File: src/verilog/fifo_start_read_pkg.sv
// constants, field layouts and state codes for the block FIFO
package fifo_start_read_pkg;

  // ----------------------------------------------------------------
  // storage geometry
  // ----------------------------------------------------------------
  localparam int FIFO_WIDTH = 10;
  localparam int FIFO_DEPTH = 15;
  localparam int PTR_W = 4;
  localparam int OCC_W = 4;

  // ----------------------------------------------------------------
  // start-read thresholds, in occupied locations
  // ----------------------------------------------------------------
  localparam logic [OCC_W-1:0] STRD_ON_LEVEL = 4'h5;
  localparam logic [OCC_W-1:0] STRD_OFF_LEVEL = 4'h6;

  // ----------------------------------------------------------------
  // input synchroniser
  // ----------------------------------------------------------------
  localparam int SYNC_W = 8;
  localparam int SY_GCLK0 = 0;
  localparam int SY_REC = 4;
  localparam int SY_RCLK = 5;
  localparam int SY_GRST = 6;
  localparam int SY_FRST = 7;

  // ----------------------------------------------------------------
  // register offsets (byte addresses)
  // ----------------------------------------------------------------
  localparam logic [3:0] OFS_CTRL = 4'h0;
  localparam logic [3:0] OFS_STATUS = 4'h4;
  localparam logic [3:0] OFS_DATA = 4'h8;

  // ----------------------------------------------------------------
  // control register fields
  // ----------------------------------------------------------------
  localparam int CT_MODE = 0;
  localparam int CT_WSEL = 2;
  localparam int CT_WINV = 5;
  localparam int CT_RINV = 6;
  localparam int CT_WESEL = 7;
  localparam int CT_FSEL = 9;
  localparam int CT_CLEAR = 11;
  localparam logic [11:0] CTRL_RESET = 12'h000;
  localparam logic [2:0] WSEL_RECOVERED = 3'h4;

  // ----------------------------------------------------------------
  // status register fields
  // ----------------------------------------------------------------
  localparam int ST_EMPTY = 0;
  localparam int ST_FULL = 1;
  localparam int ST_STRD = 2;
  localparam int ST_DONE = 3;
  localparam int ST_OCC = 4;
  localparam int ST_MODE = 8;

  // ----------------------------------------------------------------
  // enumerations
  // ----------------------------------------------------------------
  typedef enum logic [1:0] {
    MODE_BASIC = 2'b00,
    MODE_FIFO = 2'b01,
    MODE_SERDES = 2'b10,
    MODE_FIFO_SERDES = 2'b11
  } op_mode_t;

  typedef enum logic [1:0] {
    SR_WAIT = 2'b00,
    SR_ACTIVE = 2'b01,
    SR_DONE = 2'b10
  } strd_state_t;

  typedef enum logic [1:0] {
    FLAG_FULL = 2'b00,
    FLAG_EMPTY = 2'b01,
    FLAG_STRD = 2'b10
  } flag_sel_t;

endpackage

File: src/verilog/dual_clock_fifo_start_read.sv
// block FIFO with start-read flag, mode select and Wishbone registers
//
// Our own choices: the Wishbone interface to the registers and the register addresses.

// Summary of operation
// [RULE1] fifteen ten-bit words held as a circular queue
// [RULE2] write and read pointers with two comparators give the flags
// [RULE3] write and read clocks are independent, unrelated pins
// [RULE4] write enable, read enable and a FIFO reset control the queue
// [RULE5] empty, full and active-low start-read flags report state
// [RULE6] power-on reset and global reset also clear the FIFO
// [RULE7] read clock and enable are those of the input registers
// [RULE8] words leaving the FIFO are captured in the input registers
// [RULE9] write clock chosen from global clocks or recovered clock
// [RULE10] write enable chosen from local product-term signals
// [RULE11] all actions on rising edge, each clock polarity invertible
// [RULE12] full, empty or start-read selectable onto the flag pin
// [RULE13] start-read is active low and high after FIFO reset
// [RULE14] five words held: start-read goes low at next write edge
// [RULE15] early reads may delay start-read beyond five write clocks
// [RULE16] six words held: start-read high at next write edge
// [RULE17] once released start-read stays high until next FIFO reset
// [RULE18] user logic watches full and empty to avoid over/underflow
// [RULE19] four modes: basic, FIFO, serdes, FIFO with serdes
// [RULE20] basic mode: FIFO off, fabric to output, pins to routing
// [RULE21] deserializer word and recovered clock feed the FIFO write
// [RULE22] empty at no unread words, full at fifteen, from pointers
module dual_clock_fifo_start_read
  import fifo_start_read_pkg::*;
#(
  parameter int DATA_W = FIFO_WIDTH,
  parameter int DEPTH = FIFO_DEPTH
) (
  // clock and power-on reset
  input wire logic ref_clk,
  input wire logic arst_n,
  // Wishbone classic slave
  input wire logic cyc_i,
  input wire logic stb_i,
  input wire logic we_i,
  input wire logic [3:0] adr_i,
  input wire logic [3:0] sel_i,
  input wire logic [31:0] dat_i,
  output logic [31:0] dat_o,
  output logic ack_o,
  // asynchronous pins: clocks and resets
  input wire logic [3:0] globalClockNet,
  input wire logic recoveredSerialClock,
  input wire logic readClock,
  input wire logic globalReset_n,
  input wire logic fifoReset,
  // asynchronous data
  input wire logic [DATA_W-1:0] pinData,
  input wire logic [DATA_W-1:0] deserWord,
  // same-clock fabric controls
  input wire logic [3:0] productTermCe,
  input wire logic readEnable,
  input wire logic [DATA_W-1:0] fabricData,
  // outputs
  output logic [DATA_W-1:0] routingData,
  output logic [DATA_W-1:0] outputReg,
  output logic emptyFlag,
  output logic fullFlag,
  output logic startReadFlagN,
  output logic flagPin
);

  // ----------------------------------------------------------------
  // helpers
  // ----------------------------------------------------------------
  // advance a pointer, wrapping after the last location
  function automatic logic [PTR_W:0] ptrInc(input logic [PTR_W:0] p);
    if (p[PTR_W-1:0] == PTR_W'(DEPTH - 1))
      ptrInc = {~p[PTR_W], {PTR_W{1'b0}}};
    else
      ptrInc = {p[PTR_W], p[PTR_W-1:0] + 1'b1};
  endfunction

  // unread words between two pointers
  function automatic logic [OCC_W-1:0] occupancy(
    input logic [PTR_W:0] w,
    input logic [PTR_W:0] r
  );
    if (w[PTR_W] == r[PTR_W])
      occupancy = OCC_W'(w[PTR_W-1:0] - r[PTR_W-1:0]);
    else
      occupancy = OCC_W'(w[PTR_W-1:0] + PTR_W'(DEPTH) - r[PTR_W-1:0]);
  endfunction

  // ----------------------------------------------------------------
  // declarations
  // ----------------------------------------------------------------
  logic [SYNC_W-1:0] syncA;
  logic [SYNC_W-1:0] syncB;
  logic [SYNC_W-1:0] syncC;
  logic [SYNC_W-1:0] pinLevel;
  logic [SYNC_W-1:0] next_pinLevel;
  logic [DATA_W-1:0] pinA;
  logic [DATA_W-1:0] pinB;
  logic [DATA_W-1:0] pinC;
  logic [DATA_W-1:0] desA;
  logic [DATA_W-1:0] desB;
  logic [DATA_W-1:0] desC;
  logic [11:0] ctrl;
  logic clearPulse;
  logic wclkPrev;
  logic rclkPrev;
  logic [DATA_W-1:0] mem [DEPTH];
  logic [PTR_W:0] wrPtr;
  logic [PTR_W:0] rdPtr;
  strd_state_t strdState;
  strd_state_t next_strdState;

  // ----------------------------------------------------------------
  // pin synchronisers
  // ----------------------------------------------------------------
  // three stages; a level counts once the second and third agree,
  // which filters a single metastable sample at the cost of latency
  wire [SYNC_W-1:0] syncIn = {fifoReset, globalReset_n, readClock,
                              recoveredSerialClock, globalClockNet};
  assign next_pinLevel = (syncB & ~(syncB ^ syncC)) |
                         (pinLevel & (syncB ^ syncC));

  // synchroniser chain, resets to idle clocks and released resets
  always_ff @(posedge ref_clk or negedge arst_n) begin
    if (!arst_n) begin
      syncA <= 8'h40;
      syncB <= 8'h40;
      syncC <= 8'h40;
      pinLevel <= 8'h40;
    end else begin
      syncA <= syncIn;
      syncB <= syncA;
      syncC <= syncB;
      pinLevel <= next_pinLevel;
    end
  end

  // data follows its clock through the same depth of stages
  always_ff @(posedge ref_clk or negedge arst_n) begin
    if (!arst_n) begin
      pinA <= '0;
      pinB <= '0;
      pinC <= '0;
      desA <= '0;
      desB <= '0;
      desC <= '0;
    end else begin
      pinA <= pinData;
      pinB <= pinA;
      pinC <= pinB;
      desA <= deserWord;
      desB <= desA;
      desC <= desB;
    end
  end

  // ----------------------------------------------------------------
  // mode, clock and enable selection
  // ----------------------------------------------------------------
  wire op_mode_t mode = op_mode_t'(ctrl[CT_MODE +: 2]);
  wire fifoOn = (mode == MODE_FIFO) || (mode == MODE_FIFO_SERDES); // [RULE19]
  wire serdesOn = ctrl[CT_MODE + 1]; // [RULE19]
  wire [2:0] wSel = ctrl[CT_WSEL +: 3];
  wire wclkPick = (wSel == WSEL_RECOVERED) ? pinLevel[SY_REC] :
                  (wSel[2] ? 1'b0 : pinLevel[SY_GCLK0 + wSel[1:0]]); // [RULE9]
  wire wclkLevel = wclkPick ^ ctrl[CT_WINV]; // [RULE11]
  wire rclkLevel = pinLevel[SY_RCLK] ^ ctrl[CT_RINV]; // [RULE11]
  // a change of selection can look like an edge; reconfigure idle
  wire wEdge = wclkLevel & ~wclkPrev; // [RULE3] [RULE11]
  wire rEdge = rclkLevel & ~rclkPrev; // [RULE3] [RULE11]
  wire wrEnable = productTermCe[ctrl[CT_WESEL +: 2]]; // [RULE10]
  wire [DATA_W-1:0] wrData = serdesOn ? desC : pinC; // [RULE21]

  // previous clock levels for edge detection
  always_ff @(posedge ref_clk or negedge arst_n) begin
    if (!arst_n) begin
      wclkPrev <= 1'b0;
      rclkPrev <= 1'b0;
    end else begin
      wclkPrev <= wclkLevel;
      rclkPrev <= rclkLevel;
    end
  end

  // ----------------------------------------------------------------
  // queue flags and handshakes
  // ----------------------------------------------------------------
  // global reset, FIFO reset pin or software clear empty the queue
  wire fifoClear = ~pinLevel[SY_GRST] | pinLevel[SY_FRST] |
                   clearPulse; // [RULE4] [RULE6]
  wire ptrSame = wrPtr[PTR_W-1:0] == rdPtr[PTR_W-1:0]; // [RULE2]
  wire isEmpty = ptrSame & (wrPtr[PTR_W] == rdPtr[PTR_W]); // [RULE22]
  wire isFull = ptrSame & (wrPtr[PTR_W] != rdPtr[PTR_W]); // [RULE22]
  // the queue refuses overflow and underflow as a last guard only
  wire doWrite = fifoOn & wEdge & wrEnable & ~isFull; // [RULE4] [RULE18]
  wire doRead = fifoOn & rEdge & readEnable & ~isEmpty; // [RULE7] [RULE18]
  wire [OCC_W-1:0] held = occupancy(wrPtr, rdPtr);

  // pointer counters
  always_ff @(posedge ref_clk or negedge arst_n) begin
    if (!arst_n) begin
      wrPtr <= '0;
      rdPtr <= '0;
    end else if (fifoClear) begin
      wrPtr <= '0; // [RULE4]
      rdPtr <= '0;
    end else begin
      if (doWrite)
        wrPtr <= ptrInc(wrPtr); // [RULE1]
      if (doRead)
        rdPtr <= ptrInc(rdPtr); // [RULE1]
    end
  end

  // storage has no reset; pointers alone define the contents
  always_ff @(posedge ref_clk) begin
    if (doWrite)
      mem[wrPtr[PTR_W-1:0]] <= wrData; // [RULE1]
  end

  // ----------------------------------------------------------------
  // start-read sequencing
  // ----------------------------------------------------------------
  // judged on write edges against unread words, so early reads
  // delay both the assertion and the release
  always_comb begin
    next_strdState = strdState;
    case (strdState)
      SR_WAIT: begin
        if (wEdge && fifoOn && held >= STRD_ON_LEVEL)
          next_strdState = SR_ACTIVE; // [RULE14] [RULE15]
      end
      SR_ACTIVE: begin
        if (wEdge && fifoOn && held >= STRD_OFF_LEVEL)
          next_strdState = SR_DONE; // [RULE16]
      end
      SR_DONE: next_strdState = SR_DONE; // [RULE17]
      default: next_strdState = SR_WAIT;
    endcase
  end

  // sequencer state, cleared with the queue
  always_ff @(posedge ref_clk or negedge arst_n) begin
    if (!arst_n)
      strdState <= SR_WAIT;
    else if (fifoClear)
      strdState <= SR_WAIT; // [RULE13]
    else
      strdState <= next_strdState;
  end

  // ----------------------------------------------------------------
  // flag outputs
  // ----------------------------------------------------------------
  wire nextStrdN = (next_strdState != SR_ACTIVE) | fifoClear; // [RULE13]
  wire flag_sel_t fSel = flag_sel_t'(ctrl[CT_FSEL +: 2]);
  wire nextFlagPin = (fSel == FLAG_FULL) ? isFull :
                     (fSel == FLAG_EMPTY) ? isEmpty :
                     (fSel == FLAG_STRD) ? nextStrdN : 1'b0; // [RULE12]

  // flags registered one cycle after the comparators
  always_ff @(posedge ref_clk or negedge arst_n) begin
    if (!arst_n) begin
      emptyFlag <= 1'b1;
      fullFlag <= 1'b0;
      startReadFlagN <= 1'b1;
      flagPin <= 1'b0;
    end else begin
      emptyFlag <= isEmpty; // [RULE5]
      fullFlag <= isFull; // [RULE5]
      startReadFlagN <= nextStrdN; // [RULE5] [RULE13]
      flagPin <= nextFlagPin; // [RULE12]
    end
  end

  // ----------------------------------------------------------------
  // input and output registers
  // ----------------------------------------------------------------
  // input registers share the read clock and enable in every mode
  wire [DATA_W-1:0] inputSrc = fifoOn ? mem[rdPtr[PTR_W-1:0]] :
                               (serdesOn ? desC : pinC); // [RULE20]
  wire inputLoad = fifoOn ? doRead : (rEdge & readEnable); // [RULE7]

  // routing-pool side and pin side registers
  always_ff @(posedge ref_clk or negedge arst_n) begin
    if (!arst_n) begin
      routingData <= '0;
      outputReg <= '0;
    end else begin
      if (inputLoad)
        routingData <= inputSrc; // [RULE8]
      if (mode == MODE_BASIC)
        outputReg <= fabricData; // [RULE20]
    end
  end

  // ----------------------------------------------------------------
  // Wishbone slave
  // ----------------------------------------------------------------
  wire busReq = cyc_i & stb_i & ~ack_o;
  wire ctrlWrite = busReq & we_i & (adr_i == OFS_CTRL);
  wire [11:0] ctrlMask = {{4{sel_i[1]}}, {8{sel_i[0]}}};
  wire [11:0] ctrlNew = (dat_i[11:0] & ctrlMask) | (ctrl & ~ctrlMask);
  wire [31:0] statusWord = {22'h0, mode, held,
                            strdState == SR_DONE, nextStrdN,
                            isFull, isEmpty};
  wire [31:0] readWord = (adr_i == OFS_CTRL) ? {20'h0, ctrl} :
                         (adr_i == OFS_STATUS) ? statusWord :
                         (adr_i == OFS_DATA) ?
                         {{(32-DATA_W){1'b0}}, routingData} : 32'h0;

  // control register; the clear bit never stays stored
  always_ff @(posedge ref_clk or negedge arst_n) begin
    if (!arst_n) begin
      ctrl <= CTRL_RESET;
      clearPulse <= 1'b0;
    end else begin
      clearPulse <= ctrlWrite & sel_i[1] & dat_i[CT_CLEAR]; // [RULE4]
      if (ctrlWrite)
        ctrl <= ctrlNew & ~(12'h1 << CT_CLEAR); // [RULE19]
    end
  end

  // one-cycle acknowledge, unmapped reads answer zero
  always_ff @(posedge ref_clk or negedge arst_n) begin
    if (!arst_n) begin
      ack_o <= 1'b0;
      dat_o <= 32'h0;
    end else begin
      ack_o <= busReq;
      if (busReq && !we_i)
        dat_o <= readWord;
    end
  end

endmodule

File: config.mk
export PLATFORM = sky130hd
export DESIGN_NAME = dual_clock_fifo_start_read
export DESIGN_NICKNAME = d
export VERILOG_FILES = /design/src/verilog/fifo_start_read_pkg.sv /design/src/verilog/dual_clock_fifo_start_read.sv
export SDC_FILE = /design/constraint.sdc
export NUM_CORES = 1
export LEC_CHECK = 0
export BUFFER_PORTS_ARGS = -buffer_cell sky130_fd_sc_hd__buf_2
export CAP_MARGIN = 20
export CORE_ASPECT_RATIO = 1.2
export CORE_MARGIN = 5
export CORE_UTILIZATION = 55
export CTS_CLUSTER_SIZE = 28
export DETAILED_ROUTE_END_ITERATION = 16
export PLACE_DENSITY = 0.73
export SYNTH_ARGS = -nofsm -noshare
export SYNTH_HDL_FRONTEND = slang
export SYNTH_SLANG_ARGS = --single-unit
File: constraint.sdc
create_clock -name ref_clk -period 4.7 [get_ports ref_clk]
set_input_delay 0.235 -clock ref_clk [delete_from_list [all_inputs] [get_ports ref_clk]]
set_output_delay 0.235 -clock ref_clk [all_outputs]
set_load 0.005 [all_outputs]
======== Word level (Yosys, flattened, before mapping) ========
Memory sizes are Yosys's and may differ from the RTL's.
Index checks and enable logic that the tools add are counted.
storage, ports and cells
  bits in registers ....................... 175
  memory bits (writable) .................. 150
  output and inout port bits .............. 57
  word-level logic and storage cells ...... 135
  memories kept ........................... 1
operators by class
  add/sub/neg operators ................... 5
  order comparisons ....................... 4
  eq/ne operators ......................... 15
  muxes and demuxes ....................... 28
  bitwise operators ....................... 39
  reduce and logical (&&, ||, !) cells .... 16
memory list
  memory  words  bits a word  rd ports  clocked after Yosys merged registers in  write ports  RTL line                           RTL
  mem     15     10           1         0                                        1            dual_clock_fifo_start_read.sv:108  logic [DATA_W-1:0] mem [DEPTH];
operator list
  cell                                                 count
  two-way mux 10 bit                                   4
  two-way mux 5 bit                                    6
  AND 11 bit                                           2
  AND 1 bit                                            17
  AND 8 bit                                            2
  equality test 4 bit, second input constant           3
  two-way mux 11 bit                                   1
  inverter 11 bit                                      1
  OR 11 bit                                            1
  two-way mux 1 bit                                    10
  adder 4 x 1 -> 4 bit, second input constant          2
  >= comparator 4 x 3 -> 1 bit, second input constant  2
  inverter 1 bit                                       8
  inverter 8 bit                                       1
  OR 8 bit                                             1
  nonzero test 2 bit                                   4
  subtractor 4 bit                                     2
  bitwise XOR 8 bit                                    1
  equality test 2 x 1 -> 1 bit, second input constant  3
  equality test 2 bit, second input constant           3
  logical NOT 2 bit                                    3
  two-way mux 2 bit                                    3
  case mux 2 bit (3 select lines)                      1
  adder 4 bit, second input constant                   1
  other kinds (17)                                     25

======== Depth between registers and ports, before layout ========
Gate-level depths: netlist of run 1.
  depth after elaboration ................. 15
  mapped depth ............................ 11

======== Least setup slack after synthesis of run 1 ========
Ideal clock, no wire load.
  path type ............................... register to register
  start ................................... register rdPtr[2]
  end ..................................... memory mem[0][0] (netlist name), enable pin
  library setup time ...................... 0.404 ns
  arrival ................................. 3.150 ns
  required time ........................... 4.296 ns
  setup slack ............................. 1.146 ns
  stages on the path, launching flop included .. 11
  path through ............................ dfrtp_1 > buf_2 > buf_1 > inv_1 > ha_1 > and3_1 > nand3_1 > nand2_1 > a21o_1 > buf_2 > nor4_1
between the ends
  longest elaborated chain between the ends .. 6
ends and longest elaborated chain
  element                                  RTL line                           RTL
  start: declaration                       dual_clock_fifo_start_read.sv:110  logic [PTR_W:0] rdPtr;
  start signal: assignment                 dual_clock_fifo_start_read.sv:212  rdPtr <= ptrInc(rdPtr);
  equality test 4 bit                      dual_clock_fifo_start_read.sv:192  wire ptrSame = wrPtr[PTR_W-1:0] == rdPtr[PTR_W-1:0];
  AND 1 bit                                dual_clock_fifo_start_read.sv:194  wire isFull = ptrSame & (wrPtr[PTR_W] != rdPtr[PTR_W]);
  inverter 1 bit                           dual_clock_fifo_start_read.sv:196  wire doWrite = fifoOn & wEdge & wrEnable & ~isFull;
  AND 1 bit                                dual_clock_fifo_start_read.sv:196
  two-way mux 1 bit                        dual_clock_fifo_start_read.sv:218  if (doWrite)
  two-way mux 1 bit (not written as such)  dual_clock_fifo_start_read.sv:219  mem[wrPtr[PTR_W-1:0]] <= wrData;
  end: declaration                         dual_clock_fifo_start_read.sv:108
Every way passes these cells.

======== Worst setup path in the final report of run 1 ========
  start ................................... register wrPtr[0]
  end ..................................... memory mem[13][4] (netlist name), enable pin
between the ends
  longest elaborated chain between the ends .. 6
ends and longest elaborated chain
  element                                  RTL line                           RTL
  start: declaration                       dual_clock_fifo_start_read.sv:109  logic [PTR_W:0] wrPtr;
  start signal: assignment                 dual_clock_fifo_start_read.sv:210  wrPtr <= ptrInc(wrPtr);
  equality test 4 bit                      dual_clock_fifo_start_read.sv:192
  AND 1 bit                                dual_clock_fifo_start_read.sv:194
  inverter 1 bit                           dual_clock_fifo_start_read.sv:196
  AND 1 bit                                dual_clock_fifo_start_read.sv:196
  two-way mux 1 bit                        dual_clock_fifo_start_read.sv:218
  two-way mux 1 bit (not written as such)  dual_clock_fifo_start_read.sv:219
Several ways; a longest one is shown, not always the timed one.

==> run_results.csv, run 1 <==
group,metric,value,unit
run_status,run_status,"complete, no violations",
yosys,yosys.cell_types.count,54,
yosys,yosysSeqAreaShare,71.01,%
timing,holdWs,0.07035,ns
min_path,hp-class,"in -> reg",
finish,fill_cells,1379,
cts,cts-root-buf,"clkbuf_16",
timing,fin_setup_tns,0,ns
floorplan,core_area,0.02105,mm2
yosys,ys_ff_latch,304,
timing,period_share,70.19,%
routing,first_pass_iters,5,
timing,fin_crit,3.299,ns
cts,insertion_delay,0.55,ns
power,p_leak,5.583,nW
power,p_comb_share,5.8,%
finish,layout-drive-gt1-share,25.44,%
power,clkPwrFrac,41.1,%
yosys,syn_inst,711,
floorplan,io_pins,145,
floorplan,die_h,170.3,um
routing,drc,0,
yosys,avgSynthCellArea,16.57,um2
yosys,synth_ff_type,"edfxtp_1",
worst_setup_path,path_buf_inv,2,
cts,ctsResizeCount,0,
floorplan,rows,58,
cts,htree_levels,1,
routing,ant_nets,0,
cts,cts_sinks,304,
timing,fmax,303.1,MHz
place,globalplace.congestion,0.8796,
routing,routed_wl,23750,um
timing,rsz0062_at_grt,"false",
worst_setup_path,crit_path_start_kind,"register",
place,port_buffers,101,
finish,stdcell_count,1182,
yosys,synth_area,0.01178,mm2
finish,area_growth,19.59,%
yosys,ys_warn_count,0,
worst_setup_path,cp_max_fo,10,
cts,cts_buffer_depth,3,
run,cap_violations,0,
routing,vias,6627,
timing,max-slew-margin-rel,32.73,%
timing,tightest_slew,1.001,ns
worst_setup_path,worst_path_max_delay_cell,"nor3_1",
cts,cts_tree,"built",
cts,path_clk_slew,0.06,ns
worst_setup_path,r2r_setup_slack,1.40,ns
global_routing,grt_antenna_before_repair,0,
worst_setup_path,worstPathArrival,3.54,ns
cts,cts_buffers,30,
worst_setup_path,end_kind,"register",
timing,hold_viol,0,
global_routing,grt_usage,19.51,%
global_routing,grt_pass1_vias,6758,
worst_setup_path,critical-path-max-stage-delay,0.78,ns
place,hpwl,15150,um
finish,insertedDiodeCount,0,
finish,final_cell_mix,"edfxtp_1, dfrtp_1, buf_2, dlygate4sd3_1, nand2_1",
finish,final_core_util,66.94,%
finish,final_nets,984,
floorplan,die_w,143.6,um
worst_setup_path,path_cells,"inv_1 > ha_1 > and3_1 > nand3_1 > nand2_1 > a21o_1 > nor3_1 > buf_4",
place,placed_cells,1071,
yosys,synth_edf_count,150,
timing,slew_viol_final,0,
floorplan,start_util,55.98,%
timing,fin_skew,0.02043,ns
power,switchingPower,1.192,mW
power,vdd_drop_max,0.3738,mV
finish,layout_commonest_cell,"edfxtp_1",
power,total_power,5.629,mW
global_routing,grt_first_pass_wirelength,36750,um
power,powerDensity,399.6,mW/mm2
global_routing,grt_start_max_net_pins,115,
floorplan,dieArea,0.02446,mm2
routing,routed_via_density,5.607,
global_routing,grt.overflow.total,0,
routing,avgRoutedWirePerCell,20.09,um
power,p_seq_share,53.1,%
routing,first_iter_violations,549,
worst_setup_path,worstSetupPathType,"reg -> reg",
worst_setup_path,cp.required,4.94,ns
power,swShare,21.17,%
power,p_int,4.437,mW
yosys,synth-async-reset-ratio,50.66,%
worst_setup_path,critical_path.top_delay_family,"simple AND/OR/NAND/NOR gates",
timing,setup_viol,0,
==> Yosys cell counts (all sizes together), types with 2 or more instances <==
master | instances | area share [%]
a31oi | 3 | 0.16
ha | 6 | 0.64
or3 | 5 | 0.31
dfrtp | 148 | 31
mux2 | 31 | 3.0
nand4b | 2 | 0.15
clkbuf | 17 | 0.57
fa | 2 | 0.34
o21ai | 19 | 0.81
mux4 | 41 | 8.6
nor3b | 3 | 0.19
o22ai | 2 | 0.11
nand3b | 4 | 0.25
nand2 | 51 | 1.6
maj3 | 8 | 0.68
dfstp | 6 | 1.3
nand2b | 5 | 0.27
and3 | 3 | 0.16
nand3 | 7 | 0.30
buf | 35 | 2.2
nand4 | 5 | 0.27
a21o | 11 | 0.70
nor3 | 11 | 0.47
nor2 | 28 | 0.89
mux2i | 16 | 1.4
a21oi | 39 | 1.7
inv | 12 | 0.38
xnor2 | 4 | 0.36
xor2 | 6 | 0.51
or2 | 5 | 0.27
o31ai | 11 | 0.70
edfxtp | 150 | 38
nor4 | 5 | 0.27
==> sequential cells by signal, indices dropped and copies added, names as in the netlist, 10 cells and up, named ones only <==
| register | count |
|---|---|
| desA | 10 |
| pinC | 10 |
| mem | 150 |
| pinA | 10 |
| dat_o | 11 |
| desB | 10 |
| desC | 10 |
| routingData | 10 |
| pinB | 10 |
| outputReg | 10 |
==> power groups by stage <==
stage                     clock (mW)  combinational (mW)  sequential [mW]
final                           2.31               0.328             2.99
after floorplan                    0               0.153             3.01
after CTS                       2.37               0.327             2.99
after detailed placement           0               0.291             3.04
after global placement             0               0.276             3.03
after global routing            2.48               0.365             3.00
==> stage by stage <==
stage | area, um2 | setup slack [ns]
detailed placement | 12540 | 1.418
floorplan | 11860 | 1.146
global placement | 12540 | 1.562
finish | 14090 | 1.401
CTS | 14060 | 1.390
global route | 14090 | 1.215
==> final timing paths <==
check / from / endpoint / cells after the start
worst max register to register: wrPtr[0] / mem[13][4] / 8
worst min register to register: desA[2] / desB[2] / 0
worst max-delay path: wrPtr[0] / mem[13][4] / 8
worst min-delay path: adr_i[1] / dat_o[10] / 4
max in group asynchronous: arst_n / syncA[6] / 4
min in group asynchronous: arst_n / routingData[3] / 2
==> metal layers <==
layer	track usage (%)	share of wire, %	vias to the layer above
li1	-	-	2975
met1	24.52	37	3344
met2	34.12	53	268
met3	3.738	7.4	40
met4	6.593	2.5	0
met5	0	0	-
==> repair_timing <==
action	CTS	global route
hold buffers	54	0
buffers inserted	0	0
endpoints found under the hold margin	160	0
==> cell families (layout without fill, tap and decap cells) <==
group | count (synthesis) | count (layout) | share of synthesized area (%)
compound gates | 89 | 89 | 4.589
xor+xnor | 10 | 10 | 0.8710
fa+ha+maj | 16 | 16 | 1.657
buf+inv | 64 | 245 | 3.112
flops | 304 | 304 | 71.01
mux | 88 | 88 | 12.96
other cells | 1 | 21 | 0.03183
simple gates | 139 | 139 | 5.767
==> worst min-delay path: stages <==
cell and delay [ns]:
buf_2 0.11, nor4_1 0.08, nand2_1 0.06, o21ai_0 0.07
==> cell type report <==
cell class	instances	area, um2	area share (%)
clock buffers	43	852.1	6.048
clock inverters	13	125.1	0.8882
inverters	12	45.04	0.3197
multi-input cells	363	3123	22.17
flip-flops and latches	304	8367	59.39
well taps	270	337.8	2.398
repair buffers	177	1237	8.784
(Power assumes the default switching activity.)
==> run 2: changes to the inputs <==
- clock period: 4.7 -> 3.1 ns (I/O delays scaled with it)
==> run_results.csv, run 2 (synthesis gave the netlist of run 1 again) <==
group,metric,value,unit
global_routing,use_met1,24.66,%
finish,fin_area,0.01422,mm2
min_path,min_path_cells,3,
finish,fill_cells,1369,
routing,ant_nets,0,
worst_setup_path,cp_max_fo,10,
finish,area_growth,20.71,%
timing,holdWs,0.03773,ns
routing,avgRoutedWirePerCell,19.76,um
min_path,min_from,"sel_i[1]",
worst_setup_path,r2r_setup_slack,0.15,ns
worst_setup_path,timing.rr.end,"mem[0][8]",
finish,final_nets,992,
cts,cts_sinks,304,
cts,htree_levels,1,
worst_setup_path,worstPathArrival,3.21,ns
power,p_int,6.859,mW
global_routing,grt_pass1_vias,7056,
finish,final_cell_mix,"edfxtp_1, dfrtp_1, buf_2, dlygate4sd3_1, nand2_1",
power,switchingPower,1.798,mW
timing,finalWorstSetupSlack,0.1456,ns
worst_setup_path,cp.required,3.35,ns
cts,cts-root-buf,"clkbuf_16",
timing,tightest_slew,0.8084,ns
floorplan,start_util,55.98,%
finish,insertedDiodeCount,0,
worst_setup_path,ff2ff_path_depth,8,
routing,first_iter_violations,465,
place,placed_cells,1078,
worst_setup_path,critical-path-max-stage-delay,0.48,ns
routing,drc,0,
worst_setup_path,end_kind,"register",
finish,layout_commonest_cell,"edfxtp_1",
worst_setup_path,path_cells,"inv_1 > ha_1 > and3_1 > nand3_1 > nand2_1 > a21o_1 > nor4_2 > buf_4",
cts,cts_buffer_depth,3,
floorplan,rows,58,
timing,period_share,95.30,%
finish,stdcell_count,1189,
place,port_buffers,101,
power,p_seq_share,52.3,%
cts,insertion_delay,0.55,ns
power,clkPwrFrac,42.0,%
timing,fin_setup_tns,0,ns
power,vdd_drop_max,0.4641,mV
cts,path_clk_slew,0.06,ns
power,total_power,8.656,mW
global_routing,grt_antenna_before_repair,0,
power,swShare,20.77,%
place,place_ws,0.1702,ns
global_routing,grt_usage,19.31,%
routing,routed_via_density,5.605,
timing,setup_viol,0,
timing,slew_viol_final,0,
global_routing,grt_start_max_net_pins,92,
power,powerDensity,608.7,mW/mm2
floorplan,io_pins,145,
routing,first_pass_iters,6,
worst_setup_path,worst_path_max_delay_cell,"dfrtp_1",
worst_setup_path,crit_start,"wrPtr[0]",
place,hpwl,15420,um
routing,vias,6664,
floorplan,die_h,170.3,um
timing,hold_viol,0,
global_routing,grt_use_met2,34.14,%
floorplan,die_w,143.6,um
global_routing,grt.busiest_layer,"met2",
global_routing,grt_first_pass_wirelength,36980,um
cts,cts_tree,"built",
run,cap_violations,0,
finish,layout-drive-gt1-share,26.44,%
place,placed_area,0.01263,mm2
worst_setup_path,crit_path_start_kind,"register",
timing,fin_skew,0.02428,ns
min_path,hp-class,"in -> reg",
place,globalplace.congestion,0.8635,
run_status,run_status,"complete, no violations",
floorplan,dieArea,0.02446,mm2
worst_setup_path,worstSetupPathType,"reg -> reg",
cts,cts_buffers,29,
power,p_comb_share,5.8,%
floorplan,core_area,0.02105,mm2
routing,routed_wl,23500,um
finish,final_core_util,67.57,%
timing,rsz0062_at_grt,"false",
global_routing,grt.overflow.total,0,
min_path,holdPathEnd,"clearPulse",
finish,largest_reg_flops,150,
power,p_leak,5.653,nW
worst_setup_path,rr_startpoint,"wrPtr[0]",
timing,fmax,338.5,MHz
global_routing,grt_util_met3,2.811,%
timing,max-slew-margin-rel,45.54,%
timing,fin_crit,2.954,ns
[run 2: worst max-delay path, delay by kind of cell (launching register included)]
family,cells,cell delay (ns)
and+or+nand+nor,4,1.06
adders and majority gates,1,0.40
buffers and inverters,2,0.41
AOI/OAI and AO/OA,1,0.33
DFF,1,0.48
[run 2: layout make-up]
class | count | area (um2) | share of cell area, %
clock buffer | 43 | 875.8 | 6.159
timing repair buffer | 186 | 1305 | 9.177
multi-input combinational | 363 | 3152 | 22.16
sequential | 304 | 8367 | 58.84
tap | 270 | 337.8 | 2.376
clock inverter | 11 | 137.6 | 0.9679
inverter | 12 | 45.04 | 0.3168
[run 2: timing repair]
action                                  in CTS  in global routing
endpoints found under the setup margin       0                 79
resized for setup                            0                  1
buffers inserted                             0                  0
hold buffers                                57                  0
hold endpoints to repair                   137                  0
[run 2: power groups by stage]
stage | Combinational, mW | Sequential (mW) | Clock [mW]
floorplan | 0.232 | 4.57 | 0
global route | 0.555 | 4.54 | 3.89
global placement | 0.423 | 4.59 | 0
CTS | 0.501 | 4.52 | 3.71
detailed placement | 0.443 | 4.60 | 0
finish | 0.500 | 4.52 | 3.63
[run 2: routing by layer]
layer	up-vias	part of all wire, %
li1	2995	-
met1	3363	39
met2	254	52
met3	52	6.0
met4	0	2.6
met5	-	0
[run 2: worst max path at each step]
stage,cells after the start,endpoint,slack [ns]
2_1_floorplan,10,mem[12][0],-0.17
3_3_place_gp,8,mem[1][8],0.32
3_5_place_dp,9,mem[9][5],0.17
4_1_cts,9,mem[9][8],0.14
5_1_grt,8,mem[0][0],0.05
6_report,8,mem[0][8],0.15
